### src/rtl/srf_pkg.sv
// Shared constants and types for the serial receive input filter
package srf_pkg;
    // Clock and timing
    localparam int CLK_PERIOD_NS   = 10;
    localparam int MS_IN_NS        = 1000000;
    localparam int CYC_PER_MS      = MS_IN_NS / CLK_PERIOD_NS;
    localparam int CLK_FREQ_HZ     = 100000000;
    localparam int BAUD_DEFAULT    = 9600;
    localparam int CLKS_PER_BIT    = CLK_FREQ_HZ / BAUD_DEFAULT;
    localparam int PRESC_W         = 17;
    localparam int BIT_CNT_W       = 16;

    // Action list geometry
    localparam int LIT_MAX         = 6;
    localparam int PAT_BYTES       = 16;
    localparam int TMO_W           = 16;
    localparam int ENTRY_W         = 25;

    // Character codes, decimal radix, zero byte and buffer depth
    localparam logic [7:0]  ASCII_ZERO = 8'h30;
    localparam logic [7:0]  ASCII_NINE = 8'h39;
    localparam logic [15:0] DEC_RADIX  = 16'h000A;
    localparam logic [7:0]  ZERO_BYTE  = 8'h00;
    localparam logic [1:0]  BUF_DEPTH  = 2'h2;

    // Input action codes
    typedef enum logic [2:0] {
        OP_CAPTURE   = 3'h0,
        OP_WAIT_LIT  = 3'h1,
        OP_WAIT_ARR  = 3'h2,
        OP_SKIP      = 3'h3,
        OP_DEC_FIXED = 3'h4,
        OP_DEC_VAR   = 3'h5
    } srf_op_type;

    // Sequencer states
    typedef enum logic [1:0] {
        ST_IDLE  = 2'h0,
        ST_FETCH = 2'h1,
        ST_RUN   = 2'h2,
        ST_FILL  = 2'h3
    } srf_state_type;
endpackage

### src/rtl/srf_frame_rx.sv
// Asynchronous frame deserialiser with optional even parity check
`timescale 1ns/1ns
module srf_frame_rx
    import srf_pkg::*;
#(
    parameter int CLKS_PER_BIT_P = CLKS_PER_BIT
) (
    input  wire logic       clk,
    input  wire logic       rst,
    input  wire logic       rx_pin,
    input  wire logic       seven_bit,
    input  wire logic       parity_en,
    output logic            byte_valid,
    output logic [7:0]      byte_data,
    output logic            byte_perr
);
    typedef struct packed {
        logic                 s1;
        logic                 s2;
        logic                 busy;
        logic [BIT_CNT_W-1:0] cnt;
        logic [3:0]           bitn;
        logic [8:0]           sh;
        logic                 valid;
        logic [7:0]           data;
        logic                 perr;
    } srf_rx_type;

    localparam logic [BIT_CNT_W-1:0] FULL_BIT = BIT_CNT_W'(CLKS_PER_BIT_P - 1);
    localparam logic [BIT_CNT_W-1:0] HALF_BIT = BIT_CNT_W'(CLKS_PER_BIT_P / 2);

    srf_rx_type r_r;
    srf_rx_type r_nxt;
    logic [3:0] nbits;
    logic [8:0] aligned;

    // Frame walk: start check, data and parity bits LSB first, then stop
    always_comb begin
        r_nxt       = r_r;
        r_nxt.s1    = rx_pin;
        r_nxt.s2    = r_r.s1;
        r_nxt.valid = 1'b0;
        nbits   = (seven_bit ? 4'h7 : 4'h8) + {3'h0, parity_en};
        aligned = r_r.sh >> (4'h9 - nbits);
        if (!r_r.busy) begin
            if (!r_r.s2) begin
                r_nxt.busy = 1'b1;
                r_nxt.cnt  = HALF_BIT;
                r_nxt.bitn = 4'h0;
            end
        end else if (r_r.cnt != '0) begin
            r_nxt.cnt = r_r.cnt - 1'b1;
        end else begin
            r_nxt.cnt  = FULL_BIT;
            r_nxt.bitn = r_r.bitn + 1'b1;
            if (r_r.bitn == 4'h0) begin
                r_nxt.busy = !r_r.s2; // Glitch on start bit is dropped
            end else if (r_r.bitn <= nbits) begin
                r_nxt.sh = {r_r.s2, r_r.sh[8:1]};
            end else begin
                // Stop bit slot: hand the byte over as one pulse
                r_nxt.busy  = 1'b0;
                r_nxt.valid = 1'b1;
                r_nxt.data  = seven_bit ? {1'b0, aligned[6:0]} : aligned[7:0];
                r_nxt.perr  = parity_en &&
                    ((^(seven_bit ? {1'b0, aligned[6:0]} : aligned[7:0]))
                     ^ aligned[nbits-4'h1]);
            end
        end
    end

    always_ff @(posedge clk or posedge rst) begin
        if (rst) begin
            r_r <= '{s1: 1'b1, s2: 1'b1, default: '0};
        end else begin
            r_r <= r_nxt;
        end
    end

    assign byte_valid = r_r.valid;
    assign byte_data  = r_r.data;
    assign byte_perr  = r_r.perr;
endmodule

### src/rtl/srf_input_filter.sv
// Receive-side input action sequencer with parity and inactivity exits
`timescale 1ns/1ns
module srf_input_filter
    import srf_pkg::*;
#(
    parameter int CLKS_PER_BIT_P = CLKS_PER_BIT,
    parameter int CYC_PER_MS_P   = CYC_PER_MS
) (
    input  wire logic                   clk,
    input  wire logic                   rst,
    input  wire logic                   rx_pin,
    input  wire logic                   seven_bit,
    input  wire logic                   parity_en,
    input  wire logic [TMO_W-1:0]       timeout_ms,
    input  wire logic                   op_start,
    output logic                        op_busy,
    input  wire logic                   act_valid,
    output logic                        act_ready,
    input  wire logic [2:0]             act_op,
    input  wire logic [7:0]             act_count,
    input  wire logic                   act_end_en,
    input  wire logic [7:0]             act_end_char,
    input  wire logic [PAT_BYTES*8-1:0] act_pattern,
    input  wire logic                   act_last,
    output logic                        out_valid,
    input  wire logic                   out_ready,
    output logic [7:0]                  out_addr,
    output logic [15:0]                 out_data,
    output logic                        out_is_value,
    output logic                        done_pulse,
    output logic                        parity_exit,
    output logic                        timeout_exit
);
    typedef struct packed {
        srf_state_type        st;
        srf_op_type           op;
        logic [7:0]           count;
        logic [7:0]           len;
        logic [7:0]           idx;
        logic                 end_en;
        logic [7:0]           end_char;
        logic [PAT_BYTES*8-1:0] pat;
        logic                 last;
        logic [15:0]          acc;
        logic [TMO_W-1:0]     ms_cnt;
        logic [PRESC_W-1:0]   presc;
        logic                 done;
        logic                 perr;
        logic                 tmo;
        logic [ENTRY_W-1:0]   e0;
        logic [ENTRY_W-1:0]   e1;
        logic [1:0]           bcnt;
    } srf_seq_type;

    localparam logic [PRESC_W-1:0] PRESC_TOP = PRESC_W'(CYC_PER_MS_P - 1);

    srf_seq_type r_r;
    srf_seq_type r_nxt;

    logic               bv;
    logic [7:0]         bd;
    logic               bp;
    logic               push;
    logic [ENTRY_W-1:0] push_w;
    logic               pop;
    logic               room;
    logic               fin;
    logic               is_digit;
    logic [15:0]        dec_next;
    logic [7:0]         plen;
    logic [7:0]         pbyte;

    srf_frame_rx #(
        .CLKS_PER_BIT_P (CLKS_PER_BIT_P)
    ) u_rx (
        .clk        (clk),
        .rst        (rst),
        .rx_pin     (rx_pin),
        .seven_bit  (seven_bit),
        .parity_en  (parity_en),
        .byte_valid (bv),
        .byte_data  (bd),
        .byte_perr  (bp)
    );

    // Sequencer, timers and the two-entry output buffer
    always_comb begin
        r_nxt       = r_r;
        r_nxt.done  = 1'b0;
        r_nxt.perr  = 1'b0;
        r_nxt.tmo   = 1'b0;
        push        = 1'b0;
        push_w      = '0;
        fin         = 1'b0;
        pop         = (r_r.bcnt != 2'h0) && out_ready;
        // A full buffer stalls the sequencer; a byte arriving then is lost
        room        = (r_r.bcnt != BUF_DEPTH) || pop;
        is_digit    = (bd >= ASCII_ZERO) && (bd <= ASCII_NINE);
        dec_next    = 16'(r_r.acc * DEC_RADIX + {8'h00, bd - ASCII_ZERO});
        pbyte       = r_r.pat[r_r.idx[3:0]*8 +: 8];
        // Pattern length of the action being fetched
        plen = act_count;
        if (act_op == OP_WAIT_LIT && act_count > 8'(LIT_MAX)) begin
            plen = 8'(LIT_MAX);
        end
        if (act_op == OP_WAIT_ARR && act_count == ZERO_BYTE) begin
            plen = 8'(PAT_BYTES);
            for (int i = PAT_BYTES - 1; i >= 0; i--) begin
                if (act_pattern[i*8 +: 8] == ZERO_BYTE) begin
                    plen = 8'(i);
                end
            end
        end
        if (act_op == OP_DEC_VAR) begin
            plen = 8'h01;
        end

        case (r_r.st)
            ST_IDLE: begin
                if (op_start) begin
                    r_nxt.st     = ST_FETCH;
                    r_nxt.ms_cnt = '0;
                    r_nxt.presc  = '0;
                end
            end
            ST_FETCH: begin
                if (act_valid) begin
                    r_nxt.op       = srf_op_type'(act_op);
                    r_nxt.count    = act_count;
                    r_nxt.len      = plen;
                    r_nxt.end_en   = act_end_en;
                    r_nxt.end_char = act_end_char;
                    r_nxt.pat      = act_pattern;
                    r_nxt.last     = act_last;
                    r_nxt.idx      = '0;
                    r_nxt.acc      = '0;
                    r_nxt.st       = ST_RUN;
                    fin            = (plen == ZERO_BYTE); // Empty action passes
                end
            end
            ST_RUN: begin
                if (bv && !bp && room) begin
                    case (r_r.op)
                        OP_CAPTURE: begin
                            if (r_r.end_en && bd == r_r.end_char) begin
                                if (r_r.idx < r_r.count) begin
                                    r_nxt.st = ST_FILL;
                                end else begin
                                    fin = 1'b1;
                                end
                            end else begin
                                push      = 1'b1;
                                push_w    = {1'b0, r_r.idx, 8'h00, bd};
                                r_nxt.idx = r_r.idx + 1'b1;
                                fin       = (r_r.idx + 1'b1 == r_r.count);
                            end
                        end
                        OP_WAIT_LIT, OP_WAIT_ARR: begin
                            // Exact compare, no case folding
                            if (bd == pbyte) begin
                                r_nxt.idx = r_r.idx + 1'b1;
                                fin = (r_r.idx + 1'b1 == r_r.len);
                            end else if (bd == r_r.pat[7:0]) begin
                                r_nxt.idx = 8'h01;
                            end else begin
                                r_nxt.idx = '0;
                            end
                        end
                        OP_SKIP: begin
                            r_nxt.idx = r_r.idx + 1'b1;
                            fin       = (r_r.idx + 1'b1 == r_r.count);
                        end
                        OP_DEC_FIXED, OP_DEC_VAR: begin
                            if (is_digit) begin
                                r_nxt.acc = dec_next;
                                r_nxt.idx = r_r.idx + 1'b1;
                                if (r_r.op == OP_DEC_FIXED &&
                                    r_r.idx + 1'b1 == r_r.count) begin
                                    push   = 1'b1;
                                    push_w = {1'b1, 8'h00, dec_next};
                                    fin    = 1'b1;
                                end
                            end else if (r_r.idx != '0) begin
                                // Non-numeric ends a started number
                                push   = 1'b1;
                                push_w = {1'b1, 8'h00, r_r.acc};
                                fin    = 1'b1;
                            end
                        end
                        default: fin = 1'b1;
                    endcase
                end
            end
            ST_FILL: begin
                if (room) begin
                    push      = 1'b1;
                    push_w    = {1'b0, r_r.idx, 8'h00, ZERO_BYTE};
                    r_nxt.idx = r_r.idx + 1'b1;
                    fin       = (r_r.idx + 1'b1 == r_r.count);
                end
            end
            default: r_nxt.st = ST_IDLE;
        endcase

        // Next action or completion, in listed order
        if (fin) begin
            r_nxt.st   = r_nxt.last ? ST_IDLE : ST_FETCH; // Fetch sees the new action's flag
            r_nxt.done = r_nxt.last;
        end

        // Inactivity timer: any byte restarts it
        if (r_r.st != ST_IDLE) begin
            if (bv) begin
                r_nxt.ms_cnt = '0;
                r_nxt.presc  = '0;
            end else if (r_r.presc == PRESC_TOP) begin
                r_nxt.presc  = '0;
                r_nxt.ms_cnt = r_r.ms_cnt + 1'b1;
            end else begin
                r_nxt.presc  = r_r.presc + 1'b1;
            end
        end

        // Abort exits; parity wins over everything else
        if (r_r.st != ST_IDLE) begin
            if (bv && bp) begin
                r_nxt.st   = ST_IDLE;
                r_nxt.perr = 1'b1;
                r_nxt.done = 1'b0;
            end else if (timeout_ms != '0 && r_r.ms_cnt >= timeout_ms) begin
                r_nxt.st   = ST_IDLE;
                r_nxt.tmo  = 1'b1;
                r_nxt.done = 1'b0;
            end
        end

        // Two-entry buffer: entry 0 is always the head
        case ({push, pop})
            2'b10: begin
                if (r_r.bcnt == 2'h0) begin
                    r_nxt.e0 = push_w;
                end else begin
                    r_nxt.e1 = push_w;
                end
                r_nxt.bcnt = r_r.bcnt + 1'b1;
            end
            2'b01: begin
                r_nxt.e0   = r_r.e1;
                r_nxt.bcnt = r_r.bcnt - 1'b1;
            end
            2'b11: begin
                if (r_r.bcnt == 2'h1) begin
                    r_nxt.e0 = push_w;
                end else begin
                    r_nxt.e0 = r_r.e1;
                    r_nxt.e1 = push_w;
                end
            end
            default: r_nxt.bcnt = r_r.bcnt;
        endcase
    end

    always_ff @(posedge clk or posedge rst) begin
        if (rst) begin
            r_r <= '{st: ST_IDLE, op: OP_CAPTURE, default: '0};
        end else begin
            r_r <= r_nxt;
        end
    end

    assign op_busy      = (r_r.st != ST_IDLE);
    assign act_ready    = (r_r.st == ST_FETCH);
    assign out_valid    = (r_r.bcnt != 2'h0);
    assign out_is_value = r_r.e0[24];
    assign out_addr     = r_r.e0[23:16];
    assign out_data     = r_r.e0[15:0];
    assign done_pulse   = r_r.done;
    assign parity_exit  = r_r.perr;
    assign timeout_exit = r_r.tmo;

    // Checks on the sequencer behaviour
    a_parity_abort: assert property (@(posedge clk) disable iff (rst)
        (bv && bp && r_r.st != ST_IDLE) |=> (parity_exit && !op_busy && !done_pulse))
        else $error("parity error did not abort");
    a_end_not_stored: assert property (@(posedge clk) disable iff (rst)
        (r_r.st == ST_RUN && r_r.op == OP_CAPTURE && r_r.end_en && bv
         && bd == r_r.end_char) |-> !push)
        else $error("end character stored");
    a_fill_zero: assert property (@(posedge clk) disable iff (rst)
        (push && r_r.st == ST_FILL) |-> (push_w[7:0] == ZERO_BYTE && !push_w[24]))
        else $error("fill wrote nonzero");
    a_skip_quiet: assert property (@(posedge clk) disable iff (rst)
        (r_r.st == ST_RUN && r_r.op == OP_SKIP) |-> !push)
        else $error("skip stored a byte");
    a_byte_restart: assert property (@(posedge clk) disable iff (rst)
        (bv && r_r.st != ST_IDLE) |=> (r_r.ms_cnt == '0 && r_r.presc == '0))
        else $error("byte did not restart timer");
    a_no_timeout: assert property (@(posedge clk) disable iff (rst)
        (timeout_ms == '0) |=> !timeout_exit)
        else $error("timeout without setting");
    a_dec_count: assert property (@(posedge clk) disable iff (rst)
        (r_r.st == ST_RUN && r_r.op == OP_DEC_FIXED) |-> (r_r.idx < r_r.count))
        else $error("too many digits");
    a_exit_single: assert property (@(posedge clk) disable iff (rst)
        $onehot0({done_pulse, parity_exit, timeout_exit}))
        else $error("two exits at once");
    a_buf_bound: assert property (@(posedge clk) disable iff (rst)
        (r_r.bcnt == BUF_DEPTH && !out_ready) |=> (r_r.bcnt == BUF_DEPTH && $stable(r_r.e0)))
        else $error("buffer overran");
    c_done: cover property (@(posedge clk) disable iff (rst) done_pulse);
    c_parity: cover property (@(posedge clk) disable iff (rst) parity_exit);
    c_timeout: cover property (@(posedge clk) disable iff (rst) timeout_exit);
    c_full: cover property (@(posedge clk) disable iff (rst) r_r.bcnt == BUF_DEPTH);
endmodule

### config.mk
export PLATFORM = sky130hd
export DESIGN_NAME = srf_input_filter
export DESIGN_NICKNAME = d
export VERILOG_FILES = /design/src/rtl/srf_pkg.sv /design/src/rtl/srf_frame_rx.sv /design/src/rtl/srf_input_filter.sv
export SDC_FILE = /design/constraint.sdc
export NUM_CORES = 1
export LEC_CHECK = 0
export BUFFER_PORTS_ARGS = -buffer_cell sky130_fd_sc_hd__buf_2
export CAP_MARGIN = 20
export CELL_PAD_IN_SITES_DETAIL_PLACEMENT = 0
export CELL_PAD_IN_SITES_GLOBAL_PLACEMENT = 1
export CORE_UTILIZATION = 40
export DETAILED_ROUTE_END_ITERATION = 8
export PLACE_DENSITY = 0.72
export SLEW_MARGIN = 20
export SYNTH_ARGS = -nofsm -noshare
export SYNTH_HDL_FRONTEND = slang
export SYNTH_SLANG_ARGS = --single-unit
### constraint.sdc
create_clock -name clk -period 10.8 [get_ports clk]
set_clock_uncertainty 0.15 [all_clocks]
set_input_delay 0 -clock clk [delete_from_list [all_inputs] [get_ports clk]]
set_output_delay 0 -clock clk [all_outputs]
set_load 0.05 [all_outputs]
**Yosys cells after proc, flatten, opt, wreduce, memory -nomap -nowiden**

Cells that the tools add are included.

- Add/subtract/negate cells: 12
- Multipliers: 1
- Order comparisons: 7
- Equal/unequal tests: 35
- Shift operators: 2
- Mux-type cells: 103
- Bitwise gates (word level): 4
- Reduce and logical (&&, ||, !) cells: 60

Operator list:

| cell | number |
|---|---|
| $mux 25 | 8 |
| $mux 8 | 24 |
| $mux 183 | 1 |
| $pmux 25 s2 | 3 |
| $logic_not 8->1 | 18 |
| $mux 33 | 4 |
| $shiftx 128x8->8 | 1 |
| $mux 16 | 5 |
| $pmux 25 s3 | 1 |
| $mux 24 | 2 |
| $mux 21 | 2 |
| $eq 8x8->1 | 5 |
| $pmux 16 s2 | 1 |
| $pmux 8 s4 | 1 |
| $reduce_bool 16->1 | 2 |
| $mux 1 | 25 |
| $pmux 8 s3 | 1 |
| $mux 23 | 1 |
| $mux 10 | 2 |
| $ne 2x2->1 const B | 10 |
| $mux 19 | 1 |
| $mux 2 | 9 |
| $add 17x1->17 const B | 1 |
| $eq 17x17->1 const B | 1 |
| other kinds (57) | 95 |

- Register bits: 313
- Bits of input ports: 173
- Output and inout bits: 31
- Logic and storage cells: 251

**Depth between registers and ports, before layout**

- Depth in word-level cells: 26
- Mapped depth: 18
- Mapped depth without buffers: 15

**Modules after synthesis**

Synthesis repeated with hierarchy kept, for this count alone.

- Cells, all modules: 2118
- Area total of the unflattened synthesis: 18632.9 um^2

By module, submodules not included:

| module | times used | cells an instance | area each (um^2) | sequential area each (um^2) |
|---|---|---|---|---|
| srf_input_filter | 1 | 1844 | 16029.1 | 6781.5 |
| srf_frame_rx | 1 | 274 | 2603.7 | 1053.5 |

**Worst setup path after synthesis**

No wires, ideal clock.

- Path type: register to register
- Start: register r_r[243] in the netlist's numbering
- End: register r_r, in the netlist out_is_value
- Library setup time: 83 ps
- Arrival time: 3851 ps
- Required time: 10567 ps
- Path slack: 6716 ps
- Cell stages (with the launch flop): 19
- Buffers on the path: 4
- Period minus slack after synthesis: 4084 ps
- Cells stage by stage: dfrtp_1 -> buf_6 -> buf_4 -> buf_6 -> inv_1 -> ha_1 -> xor2_1 -> or4_1 -> a2111o_1 -> or2_1 -> o21ai_2 -> nor2_1 -> inv_2 -> ha_1 -> a21oi_1 -> nor2_1 -> clkbuf_1 -> a22oi_1 -> o21ai_0

- Word-level cells in the longest chain between the ends: 11
- Elaborated cells between the ends (all ways): 25
- Classes of those cells: 1 x add/sub; 5 x eq/ne; 15 x mux; 4 x reduce/logical

Ends and longest elaborated chain:

| element | RTL line | text |
|---|---|---|
| start: declaration | srf_input_filter.sv:57 | `srf_seq_type r_r;` |
| start signal: assignment | srf_input_filter.sv:267 | `r_r <= r_nxt;` |
| $add 8x1->8 | srf_input_filter.sv:178 | `r_r.idx + 1'b1 == r_r.count) begin` |
| $eq 8x8->1 | srf_input_filter.sv:178 |  |
| $logic_and 1x1->1 | srf_input_filter.sv:177 | `if (r_r.op == OP_DEC_FIXED &&` |
| $mux 1 | srf_input_filter.sv:177 |  |
| $mux 1 | srf_input_filter.sv:174 | `if (is_digit) begin` |
| $pmux 1 s2 | srf_input_filter.sv:143 | `case (r_r.op)` |
| $mux 1 | srf_input_filter.sv:142 | `if (bv && !bp && room) begin` |
| $pmux 1 s2 | srf_input_filter.sv:118 | `case (r_r.st)` |
| $eq 2x2->1 or $eq 2x1->1 (tied branches) | srf_input_filter.sv:238 | `case ({push, pop})` |
| $ne 2x2->1 (no source line) or $reduce_bool 3->1 (tied branches) | - |  |
| $reduce_and 2->1 (no source line) | - |  |

Parallel ways exist; a longest one is shown, timed or not. The select of a mux whose other input is x is not followed.
A chain may end at the register's enable or synchronous reset.

**Worst setup path in the final report**

- Start: register r_r[242] in the netlist's numbering
- End: register r_r, in the netlist out_addr[1]

- Word-level cells in the longest chain between the ends: 11
- Elaborated cells between the ends (all ways): 17
- Classes of those cells: 1 x add/sub; 5 x eq/ne; 7 x mux; 4 x reduce/logical

Ends and longest elaborated chain:

| element | RTL line |
|---|---|
| $add 8x1->8 | srf_input_filter.sv:178 |
| $eq 8x8->1 | srf_input_filter.sv:178 |
| $logic_and 1x1->1 | srf_input_filter.sv:177 |
| $mux 1 | srf_input_filter.sv:177 |
| $mux 1 (*) | srf_input_filter.sv:174 |
| $pmux 1 s2 (*) | srf_input_filter.sv:143 |
| $mux 1 (*) | srf_input_filter.sv:142 |
| $pmux 1 s2 (*) | srf_input_filter.sv:118 |
| $eq 2x2->1 or $eq 2x1->1 (tied branches) | srf_input_filter.sv:238 |
| $ne 2x2->1 (no source line) or $reduce_bool 3->1 (tied branches) | - |
| $reduce_and 2->1 (no source line) | - |

Every way passes the cells marked *; elsewhere a longest branch is shown, timed or not.

==> metrics.txt <==
Clk Latency, worst-skew pair=0.55 ns; boundary pin count=204; Syn Inst Count=1,768; Initial DRC Count=982; fmax=199 MHz; FF-to-FF path depth=16; post-synth top area share=0.424; most common cell in the netlist=dfrtp_1; Yosys cell types=80; Longest Clk Path Bufs=3; final hold slack=-0.0132 ns; Int Power=3.34 mW; worst endpoint data arrival time=5.33 ns; violated checks=hold timing; Critical Path Sink Type=register; initial antenna violation count=1; crit path from=r_r[242]; Total GRT Usage=0.229; Mapped Nets=2,020; Slew Viols, Final=0; Total Neg Setup Slack=0 ns; FFs w/ async S/R, synth=1.00; Synth area leaders=dfrtp_1 42%, mux2_2 9.8%, ha_1 5.2%; CTS tree=done; Post-Synth XOR/XNOR Area=0.0397; placed cell count=2,477; Post-CTS Setup Bufs=0; post-synthesis adder-cell area fraction=0.0547; Initial Utilization=0.405; Reg power frac=0.356; die height=216 um; drt wl/cell=19.7 um; Worst Path Max Fanout=31; sequential share of the synthesized area=0.427; endpoints failing setup=0; number of global-route vias before repair=15,182; Setup crit start kind=register; CTS H-tree depth=2; leakage=10.3 nW; GR Layer Usage met2=0.369; ant diodes=0; Die ar.=46,800 sq um; Final period util=0.466; min cycle time layout=5.04 ns; die width=216 um; R2R Setup Slk=5.76 ns; P per Cell Area=235 nW/um^2; slowest CP cell=nor2_1; hold crit path type=in2async; Simple-Gate Fraction of Synth Area=0.133; Std-Cell Rows=78; required time worst endpoint=11.10 ns; Avg Cell Area, Syn=10.4 sq um; via total after detailed routing=15,076; fill count=4,103; combinational share of power=0.403; port bufs=203; Yosys reg bits=313; RSZ-0062 raised after global routing=false; Core Box Area=45,300 sq um; met3 Track Usage GR=0.0425; Crit Path Class=reg2reg; switching pwr=1.99 mW; Final Non-Filler Cells=2,711; crit path cell chain=buf_4, inv_2, ha_1, xor2_1, or4_1, a2111o_1, or2_1, o21ai_2, nor2_1, inv_2, ha_1, a21oi_1, nor2_1, buf_4, a32oi_1, o21ai_0; actual slew at the worst max-slew pin=1.10 ns; synthesis-to-finish area growth=23.6%; Total Power=5.33 mW; post-synth top area cell=dfrtp_1; mux cell area share after synthesis=0.155; Sw Ratio=0.373; Clock transition at path regs=0.06 ns; largest family of logic cells by synthesized area=multiplexers; total of max-cap violations=0; CP delay by family, top=simple AND/OR/NAND/NOR gates; Crit Reg-Reg Startpoint=r_r[242]; top cells by count, synth=311 x dfrtp_1, 190 x nand2_1, 160 x mux2_2; Synth Cell Area=18,400 sq um; Nets=2,338; grt ovf=0; Hold-fix buffers, CTS=169; WP buf/inv=4; met1 Track Usage GR=0.312; ys flop type=dfrtp_1; CTS Sinks=313; clock root cell=clkbuf_16; yosys warns=0; total wire length=53.3 mm; CTS buffer count=37; busiest grt layer=met2; Routed Antenna Nets=0; Post-synth EDFFs=0; R2R Path End=out_addr[1]; complex-gate fraction of the synthesized area=0.148; Residual DRC=0; first-pass GRT wire length=84.6 mm; 1st-pass router iterations=5; HPWL Detailed=37.3 mm; Via density=5.56; crit-path max cell delay=0.62 ns; layout cells sized above 1=0.234; VDD IR-drop max=122 uV; pin count of the biggest net entering global routing=136; Post-CTS Resized=0; status=finished with violations; relative slew slack=0.265; clock network power share=0.241; placer congestion estimate=0.878; Final Hold Fails=2
==> power groups by stage <==
stage	clock network [mW]	registers (mW)	logic, mW
global route	1.36	1.94	2.35
global placement	0	1.90	2.02
CTS	1.31	1.89	2.14
floorplan	0	1.78	1.62
detailed placement	0	1.91	2.06
finish	1.28	1.90	2.15
==> worst max path at each step <==
| stage | cells past startpoint | end | slack, ns |
|---|---|---|---|
| 2_1_floorplan | 1 | done_pulse | 2.00 |
| 3_3_place_gp | 16 | out_data[14] | 5.88 |
| 3_5_place_dp | 16 | out_addr[7] | 5.75 |
| 4_1_cts | 16 | out_addr[7] | 5.72 |
| 5_1_grt | 16 | out_addr[4] | 5.39 |
| 6_report | 16 | out_addr[1] | 5.76 |
==> metrics by stage <==
step,utilization,instance area (sq um),setup slack [ns]
2_1_floorplan,-,18400,2.00
3_3_place_gp,0.436,19700,5.88
3_5_place_dp,0.436,19700,5.75
4_1_cts,0.500,22700,5.72
5_1_grt,0.501,22700,5.39
6_report,0.501,22700,5.76
==> sequential cells by signal (all words and copies together) (netlist names) <==
signal and flops:
u_rx.r_r 31, timeout_exit 1, u_rx.byte_data 8, u_rx.byte_valid 1
u_rx.r_nxt 1, u_rx.byte_perr 1, out_is_value 1, done_pulse 1
out_addr 8, parity_exit 1, out_data 16, r_r 243
==> placed cells by master (no fill, tap or decap), types with 6 or more instances in the layout <==
master and count:
o21a_1 9, a22o_1 31, mux2_2 160, o211ai_1 9, clkbuf_8 7, nor2_1 69
ha_1 77, mux4_2 31, buf_4 14, a22oi_1 13, a21o_1 22, inv_1 59
xnor2_1 36, nand3_1 33, nand2_1 190, dfrtp_1 309, a32oi_1 16, or4_1 12
a32o_1 6, clkinvlp_4 6, nor4_1 45, mux2i_1 18, nand2b_1 16, nor3_1 29
mux4_1 6, clkbuf_16 38, xor2_1 42, nor2b_1 13, and2_1 14, buf_2 203
a21oi_1 54, and3_1 20, or3_1 11, o21bai_1 7, nand4_1 15, dlygate4sd3_1 169
o21ai_0 148, a211oi_1 7, o31ai_1 28, a31oi_1 16
==> worst min-delay path, stage by stage <==
cell	delay (ns)
dlygate4sd3_1	0.54
buf_2	0.15
inv_8	0.50
==> layout make-up <==
cell class,count,area [sq um],area share
Clock inverter,14,171,0.00756
Multi-Input combinational cell,1282,9750,0.430
Tap cell,600,751,0.0331
Clock buffer,50,1070,0.0470
Inverter,64,248,0.0109
Timing Repair Buffer,388,2860,0.126
Sequential cell,313,7840,0.346
==> cells by family after synthesis <==
logic type | count (synthesis)
AOI/OAI and AO/OA | 411
xor gates and xnor gates | 80
adders and majority gates | 79
buffers and inverters | 173
DFF | 313
muxes | 215
and+or+nand+nor | 497
==> per-layer routing <==
metal  vias to the layer above  share of wire  routed length [um]
met4                         2          0.027                1430
met5                         -        0.00024                  13
met3                       101          0.054                2900
li1                       7114              -                   -
met2                       426           0.47               24800
met1                      7433           0.45               24200
Power figures use the tool's default switching activity.
